## config.mk

```make
export PLATFORM = sky130hd
export DESIGN_NAME = vscp_panel
export DESIGN_NICKNAME = d
export VERILOG_FILES = /design/src/hdl/vscp_pkg.sv /design/src/hdl/vscp_panel.sv
export VERILOG_INCLUDE_DIRS = /design/src /design/src/hdl
export SDC_FILE = /design/constraint.sdc
export NUM_CORES = 1
export LEC_CHECK = 0
export BUFFER_PORTS_ARGS = -buffer_cell sky130_fd_sc_hd__buf_2
export CAP_MARGIN = 15
export CORE_UTILIZATION = 45
export DETAILED_ROUTE_END_ITERATION = 16
export GPL_ROUTABILITY_DRIVEN = 0
export PLACE_DENSITY = 0.59
export SLEW_MARGIN = 20
export SYNTH_ARGS = -nofsm -noshare
export SYNTH_HDL_FRONTEND = slang
export SYNTH_SLANG_ARGS = --single-unit
```

## constraint.sdc

```tcl
create_clock -name clk -period 42 [get_ports clk]
set_clock_uncertainty 0.1 [all_clocks]
set_input_delay 2.1 -clock clk [delete_from_list [all_inputs] [get_ports clk]]
set_output_delay 2.1 -clock clk [all_outputs]
set_load 0.02 [all_outputs]
```

## src/hdl/vscp_defs.svh

```systemverilog
// Constants for the valve setup command panel.
// Assumes a 20 MHz clock; positions are in tenths of a degree.
`ifndef VSCP_DEFS_SVH
`define VSCP_DEFS_SVH

`define VSCP_CLK_KHZ       20000
`define VSCP_HOLD_MS       3000
`define VSCP_HOLD_CYC      (`VSCP_HOLD_MS * `VSCP_CLK_KHZ)
`define VSCP_REPEAT_MS     500
`define VSCP_REPEAT_CYC    (`VSCP_REPEAT_MS * `VSCP_CLK_KHZ)
`define VSCP_FLASH_MS      250
`define VSCP_FLASH_CYC     (`VSCP_FLASH_MS * `VSCP_CLK_KHZ)
`define VSCP_BLINK_MS      500
`define VSCP_BLINK_CYC     (`VSCP_BLINK_MS * `VSCP_CLK_KHZ)
`define VSCP_CNT_W         26
`define VSCP_POS_W         10
`define VSCP_STEP_FINE     10'h001
`define VSCP_STEP_COARSE   10'h005
`define VSCP_POS_MAX       10'h384
`define VSCP_POS_RST_STEP  100
`define VSCP_IDX_MAX       4'h9
`define VSCP_IDX_MIN       4'h0
`define VSCP_LOS_CHOICES   4'h4
`define VSCP_SBY_CHOICES   4'h3
`define VSCP_LOS_RST       3'h4
`define VSCP_SBY_RST       2'h0
`define VSCP_DIGIT_MAX     4'h9

`endif

```

## src/hdl/vscp_pkg.sv

```systemverilog
// Types shared by the valve setup command panel.
// Assumes vscp_defs.svh is included by the design.
package vscp_pkg;
    typedef enum logic [2:0] {VSCP_CMD_SET_MAX, VSCP_CMD_SET_MIN, VSCP_CMD_UNLOCK,
                              VSCP_CMD_LOS_CFG, VSCP_CMD_SBY_CFG} vscp_cmd_t;
    typedef enum logic [1:0] {VSCP_ADJ_INDEX, VSCP_ADJ_ADJUST, VSCP_ADJ_STANDBY} vscp_adj_t;
    typedef enum logic [2:0] {VSCP_ST_IDLE, VSCP_ST_SETUP, VSCP_ST_PASS,
                              VSCP_ST_LOS, VSCP_ST_SBY} vscp_state_t;
    typedef struct packed {
        logic up;
        logic dn;
        logic enter;
    } vscp_panel_t;
    typedef struct packed {
        logic [9:0] idx;
        logic       set_light;
        logic       alarm;
    } vscp_lights_t;
endpackage : vscp_pkg

```

## src/hdl/vscp_panel.sv

```systemverilog
// Front-panel command logic: setup, passcode lock, loss-of-signal and standby.
// Assumes panel inputs are synchronous and debounced; the analog input arrives
// as window-comparator flags and a digitised position demand.
`timescale 1ns/1ps
`include "vscp_defs.svh"
module vscp_panel #(
    parameter int unsigned HOLD_CYC   = `VSCP_HOLD_CYC,
    parameter int unsigned REPEAT_CYC = `VSCP_REPEAT_CYC,
    parameter int unsigned FLASH_CYC  = `VSCP_FLASH_CYC,
    parameter int unsigned BLINK_CYC  = `VSCP_BLINK_CYC,
    parameter logic [15:0] PASSCODE   = 16'h2580  // Arbitrary value
) (
    input  wire logic                  clk,
    input  wire logic                  nrst,
    input  wire vscp_pkg::vscp_panel_t panel,
    input  wire logic                  cmd_go,
    input  wire vscp_pkg::vscp_cmd_t   cmd_code,
    input  wire vscp_pkg::vscp_adj_t   adj_mode,
    input  wire logic                  run_sel,
    input  wire logic                  in_full_ok,
    input  wire logic                  in_low_ok,
    input  wire logic                  in_below_los,
    input  wire logic [9:0]            cmd_pos,
    input  wire logic                  other_alarm,
    output vscp_pkg::vscp_lights_t     lights_q,
    output logic [9:0]                 valve_pos_q,
    output logic                       motion_en_q,
    output logic                       signal_loss_event_q,
    output logic                       locked_q
);
    localparam int W = `VSCP_CNT_W;
    vscp_pkg::vscp_state_t state_q;
    logic [9:0]   pos_q [10];
    logic [9:0]   setpos_q;
    logic [3:0]   sel_q;
    logic [1:0]   dig_cnt_q;
    logic         pass_ok_q;
    logic         setup_max_q;
    logic [2:0]   los_cfg_q;
    logic [1:0]   sby_cfg_q;
    logic [2:0]   prev_q;
    logic [W-1:0] hold_cnt_q;
    logic [W-1:0] rep_cnt_q;
    logic [W-1:0] flash_cnt_q;
    logic [W-1:0] blink_cnt_q;
    logic         blink_q;
    logic         blank_q;
    logic         held;
    logic         coarse;
    logic         step_evt;
    logic         enter_press;
    logic         window_ok;
    logic         save_evt;
    logic         flash_req;
    logic [3:0]   sel_max;
    logic [3:0]   sby_idx;
    logic [3:0]   los_idx;
    logic [9:0]   step;
    logic [9:0]   sby_pos;

    function automatic logic [3:0] idx3(input logic [1:0] c);
        idx3 = {1'b0, c, 1'b0} + {2'b00, c};
    endfunction : idx3

    assign held        = panel.up | panel.dn;
    assign coarse      = hold_cnt_q >= W'(HOLD_CYC);
    assign enter_press = panel.enter & ~prev_q[0];
    assign step_evt    = (held & ~(prev_q[2] | prev_q[1]))
                       | (held & coarse & (rep_cnt_q == W'(REPEAT_CYC - 1)));
    assign step        = coarse ? `VSCP_STEP_COARSE : `VSCP_STEP_FINE;
    assign window_ok   = setup_max_q ? in_full_ok : in_low_ok;
    assign save_evt    = (state_q != vscp_pkg::VSCP_ST_IDLE) & enter_press & ~run_sel
                       & (state_q != vscp_pkg::VSCP_ST_PASS);
    assign sel_max     = (state_q == vscp_pkg::VSCP_ST_LOS) ? `VSCP_LOS_CHOICES
                       : (state_q == vscp_pkg::VSCP_ST_SBY) ? `VSCP_SBY_CHOICES
                       : `VSCP_DIGIT_MAX;
    assign sby_idx     = idx3(sby_cfg_q);
    assign sby_pos     = pos_q[sby_idx];
    assign los_idx     = idx3(los_cfg_q[1:0]);

    // Command rejections and index-mode steps all use the same flash
    always_comb begin
        flash_req = 1'b0;
        if (state_q == vscp_pkg::VSCP_ST_IDLE && cmd_go && !run_sel) begin
            case (cmd_code)
                vscp_pkg::VSCP_CMD_UNLOCK:  flash_req = !locked_q;
                vscp_pkg::VSCP_CMD_SET_MIN: flash_req = locked_q || !in_low_ok
                                            || adj_mode == vscp_pkg::VSCP_ADJ_STANDBY;
                vscp_pkg::VSCP_CMD_SET_MAX: flash_req = locked_q || !in_full_ok
                                            || adj_mode == vscp_pkg::VSCP_ADJ_STANDBY;
                default:                    flash_req = locked_q;
            endcase
        end
        if (state_q == vscp_pkg::VSCP_ST_SETUP && step_evt
            && adj_mode == vscp_pkg::VSCP_ADJ_INDEX)
            flash_req = 1'b1;
    end

    always_ff @(posedge clk or negedge nrst) begin
        if (!nrst) begin
            prev_q     <= 3'h0;
            hold_cnt_q <= '0;
            rep_cnt_q  <= '0;
        end else begin
            prev_q <= {panel.up, panel.dn, panel.enter};
            if (!held) begin
                hold_cnt_q <= '0;
                rep_cnt_q  <= '0;
            end else if (!coarse) begin
                hold_cnt_q <= hold_cnt_q + W'(1);
            end else if (rep_cnt_q == W'(REPEAT_CYC - 1)) begin
                rep_cnt_q <= '0;
            end else begin
                rep_cnt_q <= rep_cnt_q + W'(1);
            end
        end
    end

    always_ff @(posedge clk or negedge nrst) begin
        if (!nrst) begin
            state_q     <= vscp_pkg::VSCP_ST_IDLE;
            sel_q       <= 4'h0;
            dig_cnt_q   <= 2'h0;
            pass_ok_q   <= 1'b0;
            setup_max_q <= 1'b0;
            locked_q    <= 1'b1;
            setpos_q    <= 10'h000;
            los_cfg_q   <= `VSCP_LOS_RST;
            sby_cfg_q   <= `VSCP_SBY_RST;
        end else if (run_sel) begin
            locked_q <= 1'b1;
            state_q  <= vscp_pkg::VSCP_ST_IDLE;
        end else begin
            case (state_q)
                vscp_pkg::VSCP_ST_IDLE: begin
                    if (cmd_go && !flash_req) begin
                        dig_cnt_q <= 2'h0;
                        pass_ok_q <= 1'b1;
                        case (cmd_code)
                            vscp_pkg::VSCP_CMD_SET_MAX, vscp_pkg::VSCP_CMD_SET_MIN: begin
                                setup_max_q <= cmd_code == vscp_pkg::VSCP_CMD_SET_MAX;
                                sel_q <= (cmd_code == vscp_pkg::VSCP_CMD_SET_MAX)
                                       ? `VSCP_IDX_MAX : `VSCP_IDX_MIN;
                                setpos_q <= (cmd_code == vscp_pkg::VSCP_CMD_SET_MAX)
                                          ? pos_q[9] : pos_q[0];
                                state_q <= vscp_pkg::VSCP_ST_SETUP;
                            end
                            vscp_pkg::VSCP_CMD_UNLOCK: begin
                                sel_q   <= 4'h0;
                                state_q <= vscp_pkg::VSCP_ST_PASS;
                            end
                            vscp_pkg::VSCP_CMD_LOS_CFG: begin
                                sel_q   <= {1'b0, los_cfg_q};
                                state_q <= vscp_pkg::VSCP_ST_LOS;
                            end
                            default: begin
                                sel_q   <= {2'b00, sby_cfg_q};
                                state_q <= vscp_pkg::VSCP_ST_SBY;
                            end
                        endcase
                    end
                end
                vscp_pkg::VSCP_ST_SETUP: begin
                    if (step_evt && adj_mode == vscp_pkg::VSCP_ADJ_ADJUST && window_ok) begin
                        if (panel.up)
                            setpos_q <= (setpos_q > `VSCP_POS_MAX - step)
                                      ? `VSCP_POS_MAX : setpos_q + step;
                        else
                            setpos_q <= (setpos_q < step) ? 10'h000 : setpos_q - step;
                    end
                    if (save_evt)
                        state_q <= vscp_pkg::VSCP_ST_IDLE;
                end
                vscp_pkg::VSCP_ST_PASS: begin
                    if (enter_press) begin
                        if (dig_cnt_q == 2'h3) begin
                            locked_q <= !(pass_ok_q && sel_q == PASSCODE[3:0]);
                            state_q  <= vscp_pkg::VSCP_ST_IDLE;
                        end
                        pass_ok_q <= pass_ok_q
                                   && sel_q == PASSCODE[15 - 4 * dig_cnt_q -: 4];
                        dig_cnt_q <= dig_cnt_q + 2'h1;
                        sel_q     <= 4'h0;
                    end else if (step_evt) begin
                        sel_q <= panel.up ? ((sel_q == sel_max) ? sel_q : sel_q + 4'h1)
                                          : ((sel_q == 4'h0) ? sel_q : sel_q - 4'h1);
                    end
                end
                default: begin
                    if (save_evt) begin
                        if (state_q == vscp_pkg::VSCP_ST_LOS)
                            los_cfg_q <= sel_q[2:0];
                        else
                            sby_cfg_q <= sel_q[1:0];
                        state_q <= vscp_pkg::VSCP_ST_IDLE;
                    end else if (step_evt) begin
                        sel_q <= panel.up ? ((sel_q == sel_max) ? sel_q : sel_q + 4'h1)
                                          : ((sel_q == 4'h0) ? sel_q : sel_q - 4'h1);
                    end
                end
            endcase
        end
    end

    // Ramp is rebuilt between the new set position and the stored opposite end on every setup save
    for (genvar i = 0; i < 10; i++) begin : g_pos
        logic signed [15:0] lo;
        logic signed [15:0] hi;
        logic signed [15:0] pt;
        assign lo = setup_max_q ? {6'h00, pos_q[0]} : {6'h00, setpos_q};
        assign hi = setup_max_q ? {6'h00, setpos_q} : {6'h00, pos_q[9]};
        assign pt = lo + ((hi - lo) * 16'(i)) / 16'sd9;
        always_ff @(posedge clk or negedge nrst) begin
            if (!nrst)
                pos_q[i] <= 10'(i * `VSCP_POS_RST_STEP);
            else if (save_evt && state_q == vscp_pkg::VSCP_ST_SETUP)
                pos_q[i] <= pt[9:0];
        end
    end

    always_ff @(posedge clk or negedge nrst) begin
        if (!nrst) begin
            flash_cnt_q <= '0;
            blank_q     <= 1'b0;
            blink_cnt_q <= '0;
            blink_q     <= 1'b0;
        end else begin
            if (flash_req || save_evt) begin
                flash_cnt_q <= W'(FLASH_CYC);
                blank_q     <= save_evt;
            end else if (flash_cnt_q != '0) begin
                flash_cnt_q <= flash_cnt_q - W'(1);
            end
            if (blink_cnt_q == W'(BLINK_CYC - 1)) begin
                blink_cnt_q <= '0;
                blink_q     <= !blink_q;
            end else begin
                blink_cnt_q <= blink_cnt_q + W'(1);
            end
        end
    end

    always_ff @(posedge clk or negedge nrst) begin
        if (!nrst) begin
            lights_q <= '0;
        end else begin
            if (flash_cnt_q != '0 && blank_q)
                lights_q.idx <= 10'h000;
            else if (flash_cnt_q != '0)
                lights_q.idx <= 10'h3FF;
            else if (state_q == vscp_pkg::VSCP_ST_IDLE)
                lights_q.idx <= 10'h000;
            else
                lights_q.idx <= 10'h001 << sel_q;
            lights_q.set_light <= state_q != vscp_pkg::VSCP_ST_IDLE
                                && !(flash_cnt_q != '0 && blank_q);
            lights_q.alarm <= locked_q ? blink_q : other_alarm;
        end
    end

    always_ff @(posedge clk or negedge nrst) begin
        if (!nrst) begin
            valve_pos_q         <= 10'h000;
            motion_en_q         <= 1'b0;
            signal_loss_event_q <= 1'b0;
        end else begin
            signal_loss_event_q <= in_below_los;
            motion_en_q <= !(state_q == vscp_pkg::VSCP_ST_SETUP && !window_ok);
            if (adj_mode == vscp_pkg::VSCP_ADJ_STANDBY)
                valve_pos_q <= sby_pos;
            else if (in_below_los)
                valve_pos_q <= (los_cfg_q == `VSCP_LOS_RST) ? valve_pos_q : pos_q[los_idx];
            else if (state_q == vscp_pkg::VSCP_ST_SETUP)
                valve_pos_q <= window_ok ? setpos_q : valve_pos_q;
            else
                valve_pos_q <= cmd_pos;
        end
    end
endmodule : vscp_panel

```

Word-level counts from Yosys, hierarchy flattened
Index checks and enable logic that the tools add are counted.
W data, S select, Z words.
{"block": "totals", "register_bits": 260, "in_bits": 26, "output_inout_bits": 25, "word_cells": 241}
{"block": "op_classes", "add_sub_neg": 23, "multipliers": 5, "div_mod_pow": 9, "magnitude_cmp": 5, "n_eq_ne": 28, "n_shift": 2, "n_mux": 67, "bitwise_logic": 18, "n_reduce_logical": 52}
{"operator": "$mux W10", "count": 21}
{"operator": "$mux W26", "count": 8}
{"operator": "$div A16 B5 Y16 const B", "count": 9}
{"operator": "$add A10 B10 Y10", "count": 9}
{"operator": "$bmux W10 S4", "count": 2}
{"operator": "$add A26 B1 Y26 const B", "count": 3}
{"operator": "$eq A26 B24 Y1 const B", "count": 2}
{"operator": "$mux W4", "count": 10}
{"operator": "$shiftx A19 B33 Y4 const A", "count": 1}
{"operator": "$mul A11 B4 Y15 const B", "count": 2}
{"operator": "$mul A11 B3 Y14 const B", "count": 2}
{"operator": "$ge A26 B26 Y1 const B", "count": 1}
{"operator": "$reduce_bool A26 Y1", "count": 1}
{"operator": "$sub A26 B1 Y26 const B", "count": 1}
{"operator": "$pmux W4 S3", "count": 2}
{"operator": "$reduce_and A4 Y1", "count": 6}
{"operator": "$pmux W10 S2", "count": 1}
{"operator": "$mux W3", "count": 6}
{"operator": "$mul A11 B5 Y16 const B", "count": 1}
{"operator": "$logic_and A1 B1 Y1", "count": 13}
{"operator": "$eq A3 B2 Y1 const B", "count": 4}
{"operator": "$ne A3 B3 Y1 const B", "count": 4}
{"operator": "$reduce_bool A2 Y1", "count": 6}
{"operator": "$sub A10 B10 Y11", "count": 1}
{"operator": "45 further kinds", "count": 93}

Longest topological paths before layout
{"block": "logic_depth", "ltp_word": 12, "ltp_mapped": 81, "ltp_nobuf": 73}

Worst setup path after synthesis
OpenSTA, ideal clock, no wires.
{"block": "synth_path", "path_kind": "register -> register", "start": "register setup_max_q", "end": "register pos_q[39] in the netlist's numbering", "setup_ns": 0.081, "arrival_time_ns": 17.633, "required_ns": 41.819, "setup_slack_ns": 24.186, "stages_incl_launch_ff": 73, "n_path_buf": 8, "period_less_slack_ns": 17.814, "cell_sequence": "dfrtp_1 -> clkbuf_1 -> buf_1 -> mux2i_1 -> inv_1 -> fa_1 -> nor2b_1 -> o2111ai_1 -> a21o_2 -> nand2_1 -> clkbuf_1 -> clkbuf_1 -> buf_1 -> buf_1 -> ha_1 -> ha_1 -> buf_6 -> o211ai_1 -> [... 37 more ...] -> o221ai_1 -> or2_1 -> inv_1 -> ha_1 -> a21o_1 -> ha_1 -> a21o_1 -> a21o_1 -> a21o_1 -> a21oi_1 -> o21bai_1 -> a21oi_1 -> o21bai_1 -> a21oi_1 -> xor2_1 -> xnor2_1 -> xnor2_1 -> o21ai_1"}
{"block": "synth_via", "elab_chain_len": 5, "elab_cells_between_ends": 6, "cone_classes": "2 x add/sub; 1 x mul; 1 x div; 2 x mux"}
{"item": "start: declaration", "line": "vscp_panel.sv:38", "text": "logic setup_max_q;"}
{"item": "start signal: assignment", "line": "vscp_panel.sv:141", "text": "setup_max_q <= cmd_code == vscp_pkg::VSCP_CMD_SET_MAX;"}
{"item": "$mux W10, on equally long branches", "line": "vscp_panel.sv:211, vscp_panel.sv:210"}
{"item": "$sub A10 B10 Y11", "line": "vscp_panel.sv:212", "text": "assign pt = lo + ((hi - lo) * 16'(i)) / 16'sd9;"}
{"item": "$mul A11 B3 Y14", "line": "vscp_panel.sv:212"}
{"item": "$div A16 B5 Y16", "line": "vscp_panel.sv:212"}
{"item": "$add A10 B10 Y10 *", "line": "vscp_panel.sv:212"}
{"item": "end signal: indexed assignment", "line": "vscp_panel.sv:215", "text": "pos_q[i] <= 10'(i * `VSCP_POS_RST_STEP);"}
{"item": "end signal: indexed assignment", "line": "vscp_panel.sv:217", "text": "pos_q[i] <= pt[9:0];"}
{"item": "end: declaration", "line": "vscp_panel.sv:33", "text": "logic [9:0] pos_q [10];"}
Every way passes the cells marked *; elsewhere a longest branch is shown, timed or not.
A chain may end at the register's enable or synchronous reset.

Worst setup path in the final report
Same ends and word-level chain as after synthesis.

==> flow_summary.toml <==
[outcome]
status = "completed"

[setup_path]
r2r_end = "pos_q[39]"
crit_type = "reg2reg"
regToRegStartpoint = "setup_max_q"
crit_path_top_delay_cell = "a211oi_2"
cp-startpoint = "setup_max_q"
reg2reg_slack_ns = 22.85
worstSetupEndpointType = "flop"
crit_fanout = 23
crit_required_ns = 42.36
startpoint_type = "flop"
worstPathArrival_ns = 19.51
critPathMaxStageDelay_ns = 0.78
cp_common_cell = "a21oi_1"
reg2reg_depth = 71

[clock_network]
post_cts_resized = 0
clk_pin_slew_ns = 0.06
post_cts_buffers = 0
clock-sinks = 260
insertion_delay_ns = 0.55
h-tree-depth = 1
numCtsBuffers = 27
root_buffer = "clkbuf_16"
hold_buffers = 0
clockBufferDepth = 3
cts_tree = "done"

[finish]
drive_above_1_share = 0.104
finalNetCount = 4341
area_growth_pct = 5.99
n_antenna_cell = 0
nFillCells = 7039

[timing]
finalSetupViolations = 0
finalHoldViolCount = 0
setup_tns_ns = 0
worst_slew_pin_slew_ns = 1.07
relSlewSlack = 0.285
slew_viol_final = 0
setup_ws_ns = 22.85
fin_crit_sh = 0.456
finalCriticalPeriod_ns = 19.15
rsz0062_at_grt = "no"
fmax_mhz = 52.2

[floorplan]
die_h_um = 270
rows = 97
die_area_um2 = 72900
start_util = 0.458
ioPinCount = 51
die_x_um = 270
core_um2 = 70500

[global_routing]
grt_pass1_vias = 28200
grt_pass1_wl_um = 157000
grt_max_degree = 149
track_usage = 0.260
antenna_found_initial = 0
grt_overflow = 0

[logic_synthesis]
synth_top_flop_cell = "dfrtp_1"
netlist.area_leader.share = 0.172
yosys-top-cells-area = "dfrtp_1, ha_1, xnor2_1"
async_flop_share = 1.00
syn-cell-area_um2 = 32300
synth.yosys.seq_area_share = 0.203
synth_cell_types = 144
synth_seq_cells = 260
yosys_warnings = 0
synth_edf_count = 0
postSynthCellCount = 4118
syn-num-nets = 4375
syn_avg_cell_area_um2 = 7.85
yosys.area.top_type = "dfrtp_1"

[routing]
dr_total_vias = 30800
drtAntennaViolNets = 0
wl_met1_um = 47200
dr.pass1.iters = 6
top_layer_used = "met4"
route.detailed.drc = 0
vias_per_cell = 6.10
dr_wl_met3_um = 5550
wl_per_cell_um = 19.2
met2_length_um = 42500
wl_um = 97100
drtIter0Drc = 2927

[placement]
dpl.hpwl_um = 75200
port_buffers = 50
post-place-ws_ns = 23.24

[hold_path]
hold_path_end = "lights_q[1]"
min-delay-start = "blank_q"
min_path_cells = 1
worstHoldPathType = "reg2reg"

[flow_run]
maxCapViolCount = 0
## metal layers
layer  up-vias  GRT usage
met3       104     0.0189
met1     14700      0.389
met5         -          0
li1      15000          -
met2       987      0.406
met4         0     0.0535
## cells in the final DEF, fill, tap and decap left out, types with 45 or more instances in the layout
| cell | instances |
|---|---|
| nand2_1 | 479 |
| o21bai_1 | 46 |
| nand3_1 | 127 |
| buf_2 | 49 |
| a21o_1 | 69 |
| a21oi_1 | 263 |
| buf_4 | 48 |
| inv_1 | 165 |
| xor2_1 | 105 |
| ha_1 | 210 |
| xnor2_1 | 281 |
| nor2_1 | 379 |
| and3_1 | 48 |
| nor3_1 | 104 |
| mux2_2 | 62 |
| mux2i_1 | 45 |
| dfrtp_1 | 220 |
| a31oi_1 | 56 |
| o21ai_0 | 335 |
## cells in the mapped netlist, types with 16 or more instances
master and instances:
nor3_1 106, and2_1 39, nand3_1 127, xor2_1 105, xnor2_1 282, and3_1 48, nand2_1 481, inv_1 165
mux2i_1 47, mux4_2 40, a21oi_1 263, mux2_2 62, dfstp_2 38, o31ai_1 29, o21ai_0 338, a21o_1 69
a22oi_1 28, nand4_1 42, a211oi_1 28, nor4_1 33, nand2b_1 35, o21bai_1 46, nor2_1 380, or3_1 35
a211o_1 20, ha_1 210, o221ai_1 16, clkbuf_1 124, o21ai_1 16, fa_1 21, o211ai_1 44, a31oi_1 56
nor2b_1 33, dfrtp_1 222, a221oi_1 23, o21a_1 31
## worst max path at each step
stage | to | cells after the start | slack [ns]
floorplan | pos_q[39] | 72 | 24.19
global placement | pos_q[39] | 71 | 23.69
detailed placement | pos_q[39] | 71 | 23.24
CTS | pos_q[39] | 71 | 23.18
global route | pos_q[39] | 71 | 21.26
finish | pos_q[39] | 71 | 22.85
## flip-flops by register name (all words and copies together) (netlist names), 4 cells and up
name,count
pos_q,100
blink_cnt_q,26
flash_cnt_q,26
hold_cnt_q,26
rep_cnt_q,26
lights_q,12
setpos_q,10
valve_pos_q,10
sel_q,4
## through the flow
stage / area, µm² / hold WS [ns] / util / cells
floorplan: 32300 / 0.320 / - / 4118
global placement: 33400 / 0.331 / 0.473 / 4995
detailed placement: 33400 / 0.328 / 0.473 / 4995
CTS: 34200 / 0.338 / 0.486 / 5045
global route: 34300 / 0.347 / 0.486 / 5045
finish: 34300 / 0.336 / 0.486 / 5045
## critical path, delay by kind of cell, from the launching register on
kind	cells	cell delay [ns]
buf+inv	7	1.36
simple gates	13	3.68
compound gates	36	8.73
mux	5	2.24
fa+ha+maj	7	2.09
flops	1	0.32
xor+xnor	3	0.48
## cell families (layout without fill, tap and decap cells)
kind of cell,count (synthesis),after routing,synth area share
xor gates and xnor gates,396,396,0.110
buffers and inverters,333,320,0.0452
and+or+nand+nor,1470,1470,0.216
adders and majority gates,243,243,0.0980
DFF,260,260,0.203
AOI/OAI and AO/OA,1263,1263,0.262
muxes,153,153,0.0661
## final cells by class
class | instances | area (µm²) | area share
clock buffers | 40 | 795 | 0.0232
clock inverters | 10 | 85.1 | 0.00248
inverters | 171 | 643 | 0.0188
multi-input cells | 3525 | 24400 | 0.711
flip-flops and latches | 260 | 6560 | 0.191
well taps | 940 | 1180 | 0.0343
repair buffers | 99 | 641 | 0.0187
Power is left out: the tool's default activity adds up to more than one toggle a clock period on the data nets, which glitch-free logic cannot reach.
